--- src/shared/clock_buffer_regs.svh ---
// Purpose: offsets, field positions, reset values of the upper config bytes
// Assumes: one index per byte, as seen over the serial management link
// Notes: definitions only
`ifndef CLOCK_BUFFER_REGS_SVH
`define CLOCK_BUFFER_REGS_SVH

`define OFS_OUTPUT_ENABLE_GROUP_B 8'h02
`define OFS_RESERVED_THREE        8'h03
`define OFS_RESERVED_FOUR         8'h04
`define OFS_REVISION_AND_VENDOR   8'h05
`define OFS_PART_IDENTITY         8'h06
`define OFS_READBACK_LENGTH       8'h07

`define POS_PAIR_SEVEN_ENABLE     2
`define POS_PAIR_SIX_ENABLE       0
`define POS_COUNT_BIT_FOUR        4
`define POS_REVISION_BIT_ZERO     4

`define RST_PAIR_SEVEN_ENABLE     1'b1
`define RST_PAIR_SIX_ENABLE       1'b1
`define RST_READBACK_LENGTH       5'h08
`define RST_RESERVED_BYTE         8'h00

`define BITS_PER_BYTE             4'h8
`define LAST_BIT_INDEX            4'h7

`endif

--- src/shared/clock_buffer_pkg.sv ---
// Purpose: types shared by the config register bank and its line watcher
// Assumes: nothing
// Notes: state machines use one-hot codes
package clock_buffer_pkg;

    typedef enum logic [6:0] {
        ST_IDLE     = 7'b0000001,
        ST_ADDR     = 7'b0000010,
        ST_ADDR_ACK = 7'b0000100,
        ST_RX       = 7'b0001000,
        ST_RX_ACK   = 7'b0010000,
        ST_TX       = 7'b0100000,
        ST_TX_ACK   = 7'b1000000
    } link_state_e;

    typedef enum logic [2:0] {
        KIND_INDEX = 3'b001,
        KIND_COUNT = 3'b010,
        KIND_DATA  = 3'b100
    } byte_kind_e;

    typedef struct packed {
        logic scl;
        logic sda;
        logic rise;
        logic fall;
        logic start;
        logic stop;
    } line_s;

    typedef struct packed {
        link_state_e fsm;
        byte_kind_e  kind;
        logic [7:0]  shift;
        logic [3:0]  cnt;
        logic [7:0]  ptr;
        logic        rd;
        logic        first;
        logic        more;
        logic        sda_oe;
        logic        sda_val;
        logic        en6;
        logic        en7;
        logic [4:0]  count;
        logic        run6;
        logic        run7;
    } bank_s;

endpackage

--- src/hdl/smbus_line_watch.sv ---
// Purpose: turns sampled clock and data lines into edge and framing events
// Assumes: scl_in and sda_in already synchronous to clk
// Notes: events last one enabled cycle and line up with the registered sda
`timescale 1ns/1ps
`default_nettype none
module smbus_line_watch
    import clock_buffer_pkg::*;
(
    input  wire logic clk,
    input  wire logic sys_rst,
    input  wire logic clk_en,
    input  wire logic scl_in,
    input  wire logic sda_in,
    output line_s     line_ev
);
    line_s st_reg;
    line_s st_next;

    always_comb begin
        st_next = st_reg;
        if (clk_en) begin
            st_next.scl   = scl_in;
            st_next.sda   = sda_in;
            st_next.rise  = scl_in & ~st_reg.scl;
            st_next.fall  = ~scl_in & st_reg.scl;
            // data moving while the clock stays high frames a transfer
            st_next.start = scl_in & st_reg.scl & st_reg.sda & ~sda_in;
            st_next.stop  = scl_in & st_reg.scl & ~st_reg.sda & sda_in;
        end
    end

    always_ff @(posedge clk) begin
        if (sys_rst) begin
            st_reg <= '{scl: 1'b1, sda: 1'b1, default: 1'b0};
        end else begin
            st_reg <= st_next;
        end
    end

    assign line_ev = st_reg;

    chk_start_needs_high: assert property (@(posedge clk) disable iff (sys_rst)
        st_reg.start |-> st_reg.scl && !st_reg.sda)
        else $error("start event without high clock and low data");
endmodule
`default_nettype wire

--- src/hdl/clock_buffer_smbus_regs_upper.sv ---
// Purpose: upper config bytes (2 to 7) of a differential clock buffer,
//          reached over its two-wire management port
// Assumes: scl_in/sda_in synchronous to clk; sda is open drain
// Notes: indices outside 2..7 read zero and ignore writes
`timescale 1ns/1ps
`default_nettype none
`include "clock_buffer_regs.svh"

// Notes on behaviour
// - output_enable_group_b bit 2 gates pair seven
// - output_enable_group_b bit 0 gates pair six
// - revision_and_vendor returns revision and vendor codes
// - part_identity returns the device identity code
// - readback_length low five bits: block read count
// - reserved_three is reserved, reads zero
// - reserved_four is reserved, reads zero
// - block read sends count, then bytes from index
module clock_buffer_smbus_regs_upper
    import clock_buffer_pkg::*;
#(
    parameter logic [6:0] SLAVE_ADDR = 7'h6c,
    // arbitrary neutral values
    parameter logic [3:0] REVISION   = 4'h2,
    parameter logic [3:0] VENDOR     = 4'h5,
    parameter logic [7:0] DEVICE_ID  = 8'h5a
)(
    input  wire logic clk,
    input  wire logic sys_rst,
    input  wire logic clk_en,
    input  wire logic scl_in,
    input  wire logic sda_in,
    output logic      sda_out,
    output logic      sda_oe,
    input  wire logic pair_six_oe_n,
    input  wire logic pair_seven_oe_n,
    output logic      pair_six_run,
    output logic      pair_seven_run
);
    localparam bank_s BANK_RESET = '{
        fsm:     ST_IDLE,
        kind:    KIND_INDEX,
        shift:   8'h00,
        cnt:     4'h0,
        ptr:     8'h00,
        rd:      1'b0,
        first:   1'b0,
        more:    1'b0,
        sda_oe:  1'b0,
        sda_val: 1'b0,
        en6:     `RST_PAIR_SIX_ENABLE,
        en7:     `RST_PAIR_SEVEN_ENABLE,
        count:   `RST_READBACK_LENGTH,
        run6:    1'b0,
        run7:    1'b0
    };

    line_s line_ev;
    bank_s st_reg;
    bank_s st_next;
    logic  tx_load;
    logic  [7:0] tx_byte;

    smbus_line_watch u_line (
        .clk     (clk),
        .sys_rst (sys_rst),
        .clk_en  (clk_en),
        .scl_in  (scl_in),
        .sda_in  (sda_in),
        .line_ev (line_ev)
    );

    // read view of one byte index
    function automatic logic [7:0] read_byte(input bank_s s,
                                             input logic [7:0] idx);
        logic [7:0] v;
        v = 8'h00;
        case (idx)
            `OFS_OUTPUT_ENABLE_GROUP_B: begin
                v[`POS_PAIR_SEVEN_ENABLE] = s.en7;
                v[`POS_PAIR_SIX_ENABLE]   = s.en6;
            end
            `OFS_RESERVED_THREE:      v = `RST_RESERVED_BYTE;
            `OFS_RESERVED_FOUR:       v = `RST_RESERVED_BYTE;
            `OFS_REVISION_AND_VENDOR: v = {REVISION, VENDOR};
            `OFS_PART_IDENTITY:       v = DEVICE_ID;
            `OFS_READBACK_LENGTH:     v = {3'h0, s.count};
            default:                  v = 8'h00;
        endcase
        return v;
    endfunction

    always_comb begin
        st_next = st_reg;
        tx_load = 1'b0;
        tx_byte = 8'h00;
        if (clk_en) begin
            st_next.run6 = st_reg.en6 & ~pair_six_oe_n;
            st_next.run7 = st_reg.en7 & ~pair_seven_oe_n;
            if (line_ev.stop) begin
                st_next.fsm    = ST_IDLE;
                st_next.sda_oe = 1'b0;
            end else if (line_ev.start) begin
                st_next.fsm    = ST_ADDR;
                st_next.cnt    = 4'h0;
                st_next.sda_oe = 1'b0;
            end else begin
                case (st_reg.fsm)
                    ST_ADDR, ST_RX: begin
                        if (line_ev.rise) begin
                            st_next.shift = {st_reg.shift[6:0], line_ev.sda};
                            st_next.cnt   = st_reg.cnt + 4'h1;
                        end else if (line_ev.fall &&
                                     st_reg.cnt == `BITS_PER_BYTE) begin
                            if (st_reg.fsm == ST_ADDR) begin
                                if (st_reg.shift[7:1] == SLAVE_ADDR) begin
                                    st_next.rd     = st_reg.shift[0];
                                    st_next.first  = 1'b1;
                                    st_next.kind   = KIND_INDEX;
                                    st_next.sda_oe = 1'b1;
                                    st_next.fsm    = ST_ADDR_ACK;
                                end else begin
                                    st_next.fsm = ST_IDLE;
                                end
                            end else begin
                                st_next.sda_oe = 1'b1;
                                st_next.fsm    = ST_RX_ACK;
                                case (st_reg.kind)
                                    KIND_INDEX: begin
                                        st_next.ptr  = st_reg.shift;
                                        st_next.kind = KIND_COUNT;
                                    end
                                    KIND_COUNT: begin
                                        st_next.kind = KIND_DATA;
                                    end
                                    KIND_DATA: begin
                                        st_next.ptr = st_reg.ptr + 8'h01;
                                        case (st_reg.ptr)
                                            `OFS_OUTPUT_ENABLE_GROUP_B: begin
                                                st_next.en7 = st_reg.shift[
                                                    `POS_PAIR_SEVEN_ENABLE];
                                                st_next.en6 = st_reg.shift[
                                                    `POS_PAIR_SIX_ENABLE];
                                            end
                                            `OFS_READBACK_LENGTH: begin
                                                st_next.count = st_reg.shift[
                                                    `POS_COUNT_BIT_FOUR:0];
                                            end
                                            default: begin
                                                st_next.count = st_reg.count;
                                            end
                                        endcase
                                    end
                                    default: st_next.kind = KIND_INDEX;
                                endcase
                            end
                        end
                    end
                    ST_ADDR_ACK, ST_RX_ACK: begin
                        if (line_ev.fall) begin
                            st_next.sda_oe = 1'b0;
                            st_next.cnt    = 4'h0;
                            if (st_reg.fsm == ST_ADDR_ACK && st_reg.rd) begin
                                tx_load = 1'b1;
                            end else begin
                                st_next.fsm = ST_RX;
                            end
                        end
                    end
                    ST_TX: begin
                        if (line_ev.fall) begin
                            if (st_reg.cnt == `LAST_BIT_INDEX) begin
                                st_next.sda_oe = 1'b0;
                                st_next.fsm    = ST_TX_ACK;
                            end else begin
                                st_next.shift  = {st_reg.shift[6:0], 1'b0};
                                st_next.cnt    = st_reg.cnt + 4'h1;
                                st_next.sda_oe = ~st_reg.shift[6];
                            end
                        end
                    end
                    ST_TX_ACK: begin
                        if (line_ev.rise) begin
                            st_next.more = ~line_ev.sda;
                        end else if (line_ev.fall) begin
                            if (st_reg.more) begin
                                tx_load = 1'b1;
                            end else begin
                                st_next.fsm = ST_IDLE;
                            end
                        end
                    end
                    ST_IDLE: st_next.sda_oe = 1'b0;
                    default: st_next.fsm = ST_IDLE;
                endcase
            end
            if (tx_load) begin
                // count goes first, then bytes from the index onward
                if (st_reg.first) begin
                    tx_byte = {3'h0, st_reg.count};
                end else begin
                    tx_byte = read_byte(st_reg, st_reg.ptr);
                    st_next.ptr = st_reg.ptr + 8'h01;
                end
                st_next.first  = 1'b0;
                st_next.shift  = tx_byte;
                st_next.cnt    = 4'h0;
                st_next.sda_oe = ~tx_byte[7];
                st_next.fsm    = ST_TX;
            end
        end
    end

    always_ff @(posedge clk) begin
        if (sys_rst) begin
            st_reg <= BANK_RESET;
        end else begin
            st_reg <= st_next;
        end
    end

    assign sda_out        = st_reg.sda_val;
    assign sda_oe         = st_reg.sda_oe;
    assign pair_six_run   = st_reg.run6;
    assign pair_seven_run = st_reg.run7;

    chk_pair_seven_off: assert property (@(posedge clk) disable iff (sys_rst)
        clk_en && !st_reg.en7 |=> !pair_seven_run)
        else $error("pair seven runs while its enable is clear");
    chk_pair_six_off: assert property (@(posedge clk) disable iff (sys_rst)
        clk_en && (!st_reg.en6 || pair_six_oe_n) |=> !pair_six_run)
        else $error("pair six runs while disabled");
    chk_rev_vendor_read: assert property (@(posedge clk) disable iff (sys_rst)
        tx_load && !st_reg.first && st_reg.ptr == `OFS_REVISION_AND_VENDOR
        |=> st_reg.shift == {REVISION, VENDOR})
        else $error("revision and vendor byte wrong");
    chk_part_id_read: assert property (@(posedge clk) disable iff (sys_rst)
        tx_load && !st_reg.first && st_reg.ptr == `OFS_PART_IDENTITY
        |=> st_reg.shift == DEVICE_ID && st_reg.sda_oe == !DEVICE_ID[7])
        else $error("identity byte or its first bit wrong");
    chk_count_first: assert property (@(posedge clk) disable iff (sys_rst)
        tx_load && st_reg.first
        |=> st_reg.shift == {3'h0, $past(st_reg.count)} && !st_reg.first)
        else $error("block read did not open with the count");
    chk_byte3_zero: assert property (@(posedge clk) disable iff (sys_rst)
        tx_load && !st_reg.first && st_reg.ptr == `OFS_RESERVED_THREE
        |=> st_reg.shift == 8'h00)
        else $error("reserved byte three reads nonzero");
    chk_byte4_zero: assert property (@(posedge clk) disable iff (sys_rst)
        tx_load && !st_reg.first && st_reg.ptr == `OFS_RESERVED_FOUR
        |=> st_reg.shift == 8'h00)
        else $error("reserved byte four reads nonzero");
    chk_index_walks: assert property (@(posedge clk) disable iff (sys_rst)
        tx_load && !st_reg.first
        |=> st_reg.ptr == $past(st_reg.ptr) + 8'h01 && st_reg.fsm == ST_TX)
        else $error("read index did not advance");
    chk_rsvd_bits_zero: assert property (@(posedge clk) disable iff (sys_rst)
        tx_load && !st_reg.first && st_reg.ptr == `OFS_OUTPUT_ENABLE_GROUP_B
        |=> st_reg.shift[7:3] == 5'h00 && !st_reg.shift[1])
        else $error("reserved bits of byte two read nonzero");
endmodule
`default_nettype wire

--- config.mk ---
export PLATFORM = sky130hd
export DESIGN_NAME = clock_buffer_smbus_regs_upper
export DESIGN_NICKNAME = d
export VERILOG_FILES = /design/src/shared/clock_buffer_pkg.sv /design/src/hdl/smbus_line_watch.sv /design/src/hdl/clock_buffer_smbus_regs_upper.sv
export VERILOG_INCLUDE_DIRS = /design/src /design/src/shared
export SDC_FILE = /design/constraint.sdc
export NUM_CORES = 1
export LEC_CHECK = 0
export BUFFER_PORTS_ARGS = -buffer_cell sky130_fd_sc_hd__buf_4
export CAP_MARGIN = 15
export CORE_ASPECT_RATIO = 0.75
export CORE_MARGIN = 1
export CORE_UTILIZATION = 62
export CTS_BUF_LIST = sky130_fd_sc_hd__clkbuf_8
export CTS_CLUSTER_DIAMETER = 120
export DETAILED_ROUTE_END_ITERATION = 8
export PLACE_DENSITY = 0.76
export SYNTH_ARGS = -nofsm -noshare
export SYNTH_HDL_FRONTEND = slang
export SYNTH_SLANG_ARGS = --single-unit
--- constraint.sdc ---
create_clock -name clk -period 4.74 [get_ports clk]
set_input_delay 0.237 -clock clk [delete_from_list [all_inputs] [get_ports clk]]
set_output_delay 0.237 -clock clk [all_outputs]
set_load 0.01 [all_outputs]
==> results of run 1 <==
-- power breakdown --
group	internal [mW]	leakage, nW	switching [mW]
Combinational	0.0150	0.670	0.0292
Clock	0.111	0.0506	0.164
Sequential	0.415	0.396	0.00583
Total	0.541	1.12	0.199
-- tightest hold or removal path, stage by stage --
cell and delay, ns:
buf_4 0.09, mux2i_1 0.06, nand2_1 0.05
-- cell type report --
cell class | instances | area [sq um]
Tap cell | 57 | 71.32
Sequential cell | 49 | 980.9
Clock inverter | 3 | 28.78
Clock buffer | 5 | 68.82
Multi-Input combinational cell | 307 | 1938
Inverter | 14 | 52.55
Timing Repair Buffer | 11 | 82.58
Fill cell | 380 | 1401
-- per-stage QoR --
stage          hold slack, ns  power [mW]  instance area (sq um)  setup slack [ns]  instances
2_1_floorplan          0.3656      0.4603                   3092             2.303        396
3_3_place_gp           0.4597      0.4731                   3126             1.983        438
6_report               0.1553      0.7403                   3223             1.677        446
4_1_cts                0.1513      0.7394                   3223             1.787        446
3_5_place_dp           0.4757      0.4736                   3126             1.845        438
5_1_grt                0.1555      0.7612                   3223             1.576        446
-- metal layers --
layer  vias up  routed length [microns]  global-route usage
li1       1448                        -                   -
met1      1400                     3786              0.4931
met2       181                     3392              0.4508
met3        12                      849             0.05242
met4         0                       78             0.08686
met5         -                        0                   0
-- worst max path at each step --
stage | start | to | slack, ns | cells past startpoint
floorplan | st_reg[39] | st_reg[34] | 2.30 | 7
CTS | st_reg[37] | st_reg[31] | 1.79 | 6
finish | st_reg[37] | st_reg[31] | 1.68 | 6
global placement | st_reg[37] | st_reg[31] | 1.98 | 6
detailed placement | st_reg[37] | st_reg[31] | 1.84 | 6
global route | st_reg[37] | st_reg[31] | 1.58 | 6
-- cells by family after synthesis --
kind of cell / share of synthesized area
AOI/OAI and AO/OA: 0.2291
xor gates and xnor gates: 0.008500
adders and majority gates: 0.02023
buffers and inverters: 0.05585
DFF: 0.3173
muxes: 0.05220
other: 0.001213
and+or+nand+nor: 0.3157
-- cells in the final DEF (no fill, tap or decap), types with 3 or more instances in the layout --
master	n
a311oi_1	3
a211oi_1	4
nand3b_1	5
nor2_1	48
nor2b_1	4
dfxtp_1	49
inv_1	14
nand2b_1	8
ha_1	5
nor4_1	8
nand2_1	30
and3_1	6
nor3_1	9
a22oi_1	4
buf_4	11
a22o_1	4
nand3_1	12
o22ai_1	4
a32o_1	3
nor3b_1	10
a31oi_1	8
o21ai_0	18
a32oi_1	3
mux2i_1	15
or2_2	5
o211ai_1	4
a21oi_1	25
or3_1	10
clkbuf_8	5
nand4_1	5
a211o_1	3
==> impl_metrics.ini, run 1 <==
[critical_path]
worstRegToRegCells = 6
cp_cell_sequence = or4b_1, nor3_1, o21ai_0, a211oi_2, nor2_1, a311oi_1
path_max_fanout = 16
cp_slowest_cell = a211oi_2
worst-path-buf-inv = 0
timing.rr.start = st_reg[37]
critPathTopFamily = compound AO/OA/AOI/OAI gates
crit_type = flop to flop
reg2reg_to = st_reg[31]
crit_required_ns = 4.96
crit_path_end_kind = flop
critical-path-max-stage-delay_ns = 0.79
ff2ff_setup_slack_ns = 1.68
cp.arrival_ns = 3.29
start_kind = flop

[route]
drc_errors = 0
num_vias = 3041
dr.pass1.iters = 5
wl_microns = 8106
vias_per_cell = 6.818
avgRoutedWirePerCell_microns = 18.17
antenna_left = 0
drt-initial-drc-count = 467

[sta]
rsz0062_at_grt = no
setup_viol_count_final = 0
worst_slew_pin_slew_ns = 0.8996
max-slew-margin-rel = 0.3992
period_share = 0.6463
hold_viol = 0
tns_ns = 0
finalClockSkew_ns = 0.01350
slew_violations = 0
fmax_ghz = 0.3264
fin_crit_ns = 3.063

[cells_and_area]
drive_above_1_share = 0.09254
fin_util = 0.6970
area_delta_synth_final_pct = 4.249
nNetsFinal = 400
diodes = 0
largest_reg_flops = 40

[synth]
yosysWarnings = 0
synth_top_cells_by_count = dfxtp_1, nor2_1, nand2_1, a21oi_1, o21ai_0
synth_ff_type = dfxtp_1
avgSynthCellArea_sq_um = 7.807
syn-cell-area_sq_um = 3092
seq_area_frac_synth = 0.3173
ys_async_sr_fraction = 0
syn_inst = 396
synth_most_common_cell = dfxtp_1
ys_seq_elements = 49
synth-edff-count = 0
synth_area_leaders = dfxtp_1, nor2_1, mux2i_1
yosysTopAreaCell = dfxtp_1
netlist.area_leader.share = 0.3173
ys_types = 65
synth_nets = 408

[hold_path]
hold_class = input port to flop
hp-start = scl_in
min_to = u_line.line_ev[5]
whs_path_depth = 3

[floorplanning]
pin_count = 11
core_area_sq_um = 4624
initial_core_util = 0.6686
dieWidth_microns = 83.54
row_count = 21
die-height_microns = 63.16
die_area_sq_um = 5276

[power]
ir_worst_vdd_mv = 0.1731
total_leakage_power_nw = 1.116
power.density_nw_per_um2 = 229.7

[clock_tree]
insertion_delay_ns = 0.32
post_cts_resized = 0
cts_setup_buffers = 0
htreeDepth = 2
cts.clk_slew.worst_paths_ns = 0.11
cts_tree = built
cts_buffers = 5
clockRootBuffer = clkbuf_8
postCtsHoldBufs = 0
cts_buffer_depth = 2
cts_sinks = 49

[grt]
antenna_found_initial = 0
grt_pass1_vias = 2616
grt_pass1_wl_microns = 13260
overflow = 0
grt_use_total = 0.3185
grt_max_degree = 42

[place]
gp_congestion = 0.9173
portBuffers = 9
place_hpwl_microns = 5800

[run_status]
status = complete, no violations

[flow_run]
cap_violations = 0
No activity file was read; power rests on OpenSTA's default activity.
==> run 2, diff against run 1 <==
--- a/config.mk
+++ b/config.mk
@@ -6,6 +6,7 @@
 export SDC_FILE = /design/constraint.sdc
 export NUM_CORES = 1
 export LEC_CHECK = 0
+export ABC_AREA = 1
 export BUFFER_PORTS_ARGS = -buffer_cell sky130_fd_sc_hd__buf_4
 export CAP_MARGIN = 15
 export CORE_ASPECT_RATIO = 0.75
==> constraint.sdc (replaced) <==
create_clock -name clk -period 3.1 [get_ports clk]
set_input_delay 0.155 -clock clk [delete_from_list [all_inputs] [get_ports clk]]
set_output_delay 0.155 -clock clk [all_outputs]
set_load 0.01 [all_outputs]
==> impl_metrics.ini, run 2 <==
[synth]
avgSynthCellArea_sq_um = 6.048
synthAdderAreaFrac = 0.01867
ys_async_sr_fraction = 0
synthSimpleGateAreaFrac = 0.4593
yosysTopAreaCell = dfxtp_1
synth_ff_type = dfxtp_1
ys_seq_elements = 49
synth_most_common_cell = nand2_1
synth_compound_area_frac = 0.1102
netlist.area_leader.share = 0.2928
yosysWarnings = 0
syn-cell-area_sq_um = 3351
synth_mux_area_frac = 0
synth_top_cells_by_count = nand2_1, nor2_1, inv_1, nand3_1, dfxtp_1
ys_types = 35
synth-edff-count = 0
synth_area_leaders = dfxtp_1, nand2_1, nand3_1
syn_inst = 554
synth_top_family_by_area = simple AND/OR/NAND/NOR gates
seq_area_frac_synth = 0.2928
synth-xor-area-share = 0.01307
synth_nets = 566

[route]
wl_microns = 9378
num_vias = 3626
antenna_left = 0
drt-initial-drc-count = 489
vias_per_cell = 5.774
drc_errors = 0
avgRoutedWirePerCell_microns = 14.93
dr.pass1.iters = 5

[clock_tree]
insertion_delay_ns = 0.31
cts_buffer_depth = 2
cts.clk_slew.worst_paths_ns = 0.09
cts_setup_buffers = 0
clockRootBuffer = clkbuf_8
cts_tree = built
postCtsHoldBufs = 0
post_cts_resized = 0
htreeDepth = 2
cts_buffers = 5
cts_sinks = 49

[sta]
setup_viol_count_final = 0
finalClockSkew_ns = 0.01186
whs_ns = 0.09846
fin_crit_ns = 2.030
hold_viol = 0
slew_violations = 0
rsz0062_at_grt = no
max-slew-margin-rel = 0.3487
tns_ns = 0
fmax_ghz = 0.4926
period_share = 0.6549
worst_slew_pin_slew_ns = 0.9758

[power]
total_leakage_power_nw = 1.636
internal_power_mw = 0.9797
p_sw_mw = 0.5988
ir_worst_vdd_mv = 0.3197
pwr-share-clk = 0.232
power.density_nw_per_um2 = 447.5
p_seq_frac = 0.462
pwr-share-comb = 0.306
swShare = 0.3793

[floorplanning]
initial_core_util = 0.6652
die_area_sq_um = 5705
die-height_microns = 65.67
core_area_sq_um = 5037
row_count = 22
pin_count = 11
dieWidth_microns = 86.89

[cells_and_area]
seq_area_sq_um = 980.9
multi_input_area_sq_um = 2018
final_common_cell = nand2_1
largest_reg_flops = 40
final_area_sq_um = 3527
area_delta_synth_final_pct = 5.265
drive_above_1_share = 0.08813
nFillCells = 461
diodes = 0
nNetsFinal = 569
layout.cells.most_common_list = nand2_1, nor2_1, inv_1, nand3_1, dfxtp_1

[critical_path]
path_max_fanout = 9
cp.arrival_ns = 2.23
timing.rr.start = st_reg[40]
reg2reg_to = st_reg[16]
start_kind = flop
crit_required_ns = 3.30
ff2ff_setup_slack_ns = 1.07
crit_path_end_kind = flop
crit_type = flop to flop
worstRegToRegCells = 10

[place]
dpl_cell_area_sq_um = 3453
gp_congestion = 1.018
portBuffers = 9
place_hpwl_microns = 6992

[hold_path]
hold_class = input port to flop
min_to = u_line.line_ev[5]
hp-start = scl_in
whs_path_depth = 3

[grt]
grt_max_degree = 32
overflow = 0
grt_use_total = 0.3582
grt_pass1_vias = 3203
antenna_found_initial = 0
grt_pass1_wl_microns = 15550

[flow_run]
cap_violations = 0

[run_status]
status = complete, no violations
-- run 2: cell types whose count changed after synthesis, moves of 9 or more --
cell,previous run,this run
or3_1,10,0
inv_1,14,69
nand3_1,12,60
mux2i_1,15,0
nor2_1,48,70
nor3b_1,10,1
nand2_1,30,153
-- run 2: logic make-up after synthesis --
family	count (synthesis)
flip-flops	49
AO/OA/AOI/OAI	68
AND/OR/NAND/NOR	336
other	1
adder cells (fa/ha/maj)	5
XOR/XNOR	5
buffers and inverters	90
-- run 2: power by group through the flow --
stage | Sequential (mW) | Clock (mW) | Combinational (mW)
2_1_floorplan | 0.733 | 0 | 0.357
3_3_place_gp | 0.739 | 0 | 0.458
3_5_place_dp | 0.742 | 0 | 0.463
4_1_cts | 0.727 | 0.368 | 0.465
5_1_grt | 0.736 | 0.389 | 0.548
6_report | 0.729 | 0.366 | 0.483
-- run 2: worst max-delay path by stage --
stage | start | to | depth (start not counted)
after floorplan | st_reg[22] | st_reg[14] | 15
after global placement | st_reg[22] | st_reg[3] | 12
after detailed placement | st_reg[39] | st_reg[18] | 10
after CTS | st_reg[40] | st_reg[16] | 10
after global routing | st_reg[22] | st_reg[6] | 12
final | st_reg[40] | st_reg[16] | 10
-- run 2: per-stage QoR --
step / std cells / utilization / worst slack (ns) / power [mW]
after floorplan: 554 / - / 1.494 / 1.090
after global placement: 622 / 0.6855 / 1.217 / 1.197
after detailed placement: 622 / 0.6855 / 1.146 / 1.205
after CTS: 628 / 0.7002 / 1.139 / 1.560
after global routing: 628 / 0.7002 / 0.8690 / 1.673
final: 628 / 0.7002 / 1.070 / 1.579
-- run 2: routing by layer --
layer | vias up | track usage | part of all wire
met1 | 1609 | 0.5328 | 0.48
li1 | 1784 | - | -
met5 | - | 0 | 0
met4 | 0 | 0.1000 | 0.013
met3 | 22 | 0.08920 | 0.12
met2 | 211 | 0.5030 | 0.39
-- run 2: critical path, cell delays in order (launching register included) --
cell and delay [ns]:
dfxtp_1 0.37, nor2_2 0.15, nand2_1 0.12, nor2_2 0.14, nand2_1 0.14, nand2_4 0.14
nand3_4 0.13, nor2_1 0.42, nand2_1 0.12, nand3_1 0.11, a21oi_1 0.06
-- run 2: cell type report --
class | instances | area share
Sequential cell | 49 | 0.2781
Tap cell | 72 | 0.02554
Multi-Input combinational cell | 415 | 0.5722
Clock buffer | 5 | 0.01951
Inverter | 75 | 0.07982
Clock inverter | 1 | 0.001419
Timing Repair Buffer | 11 | 0.02341
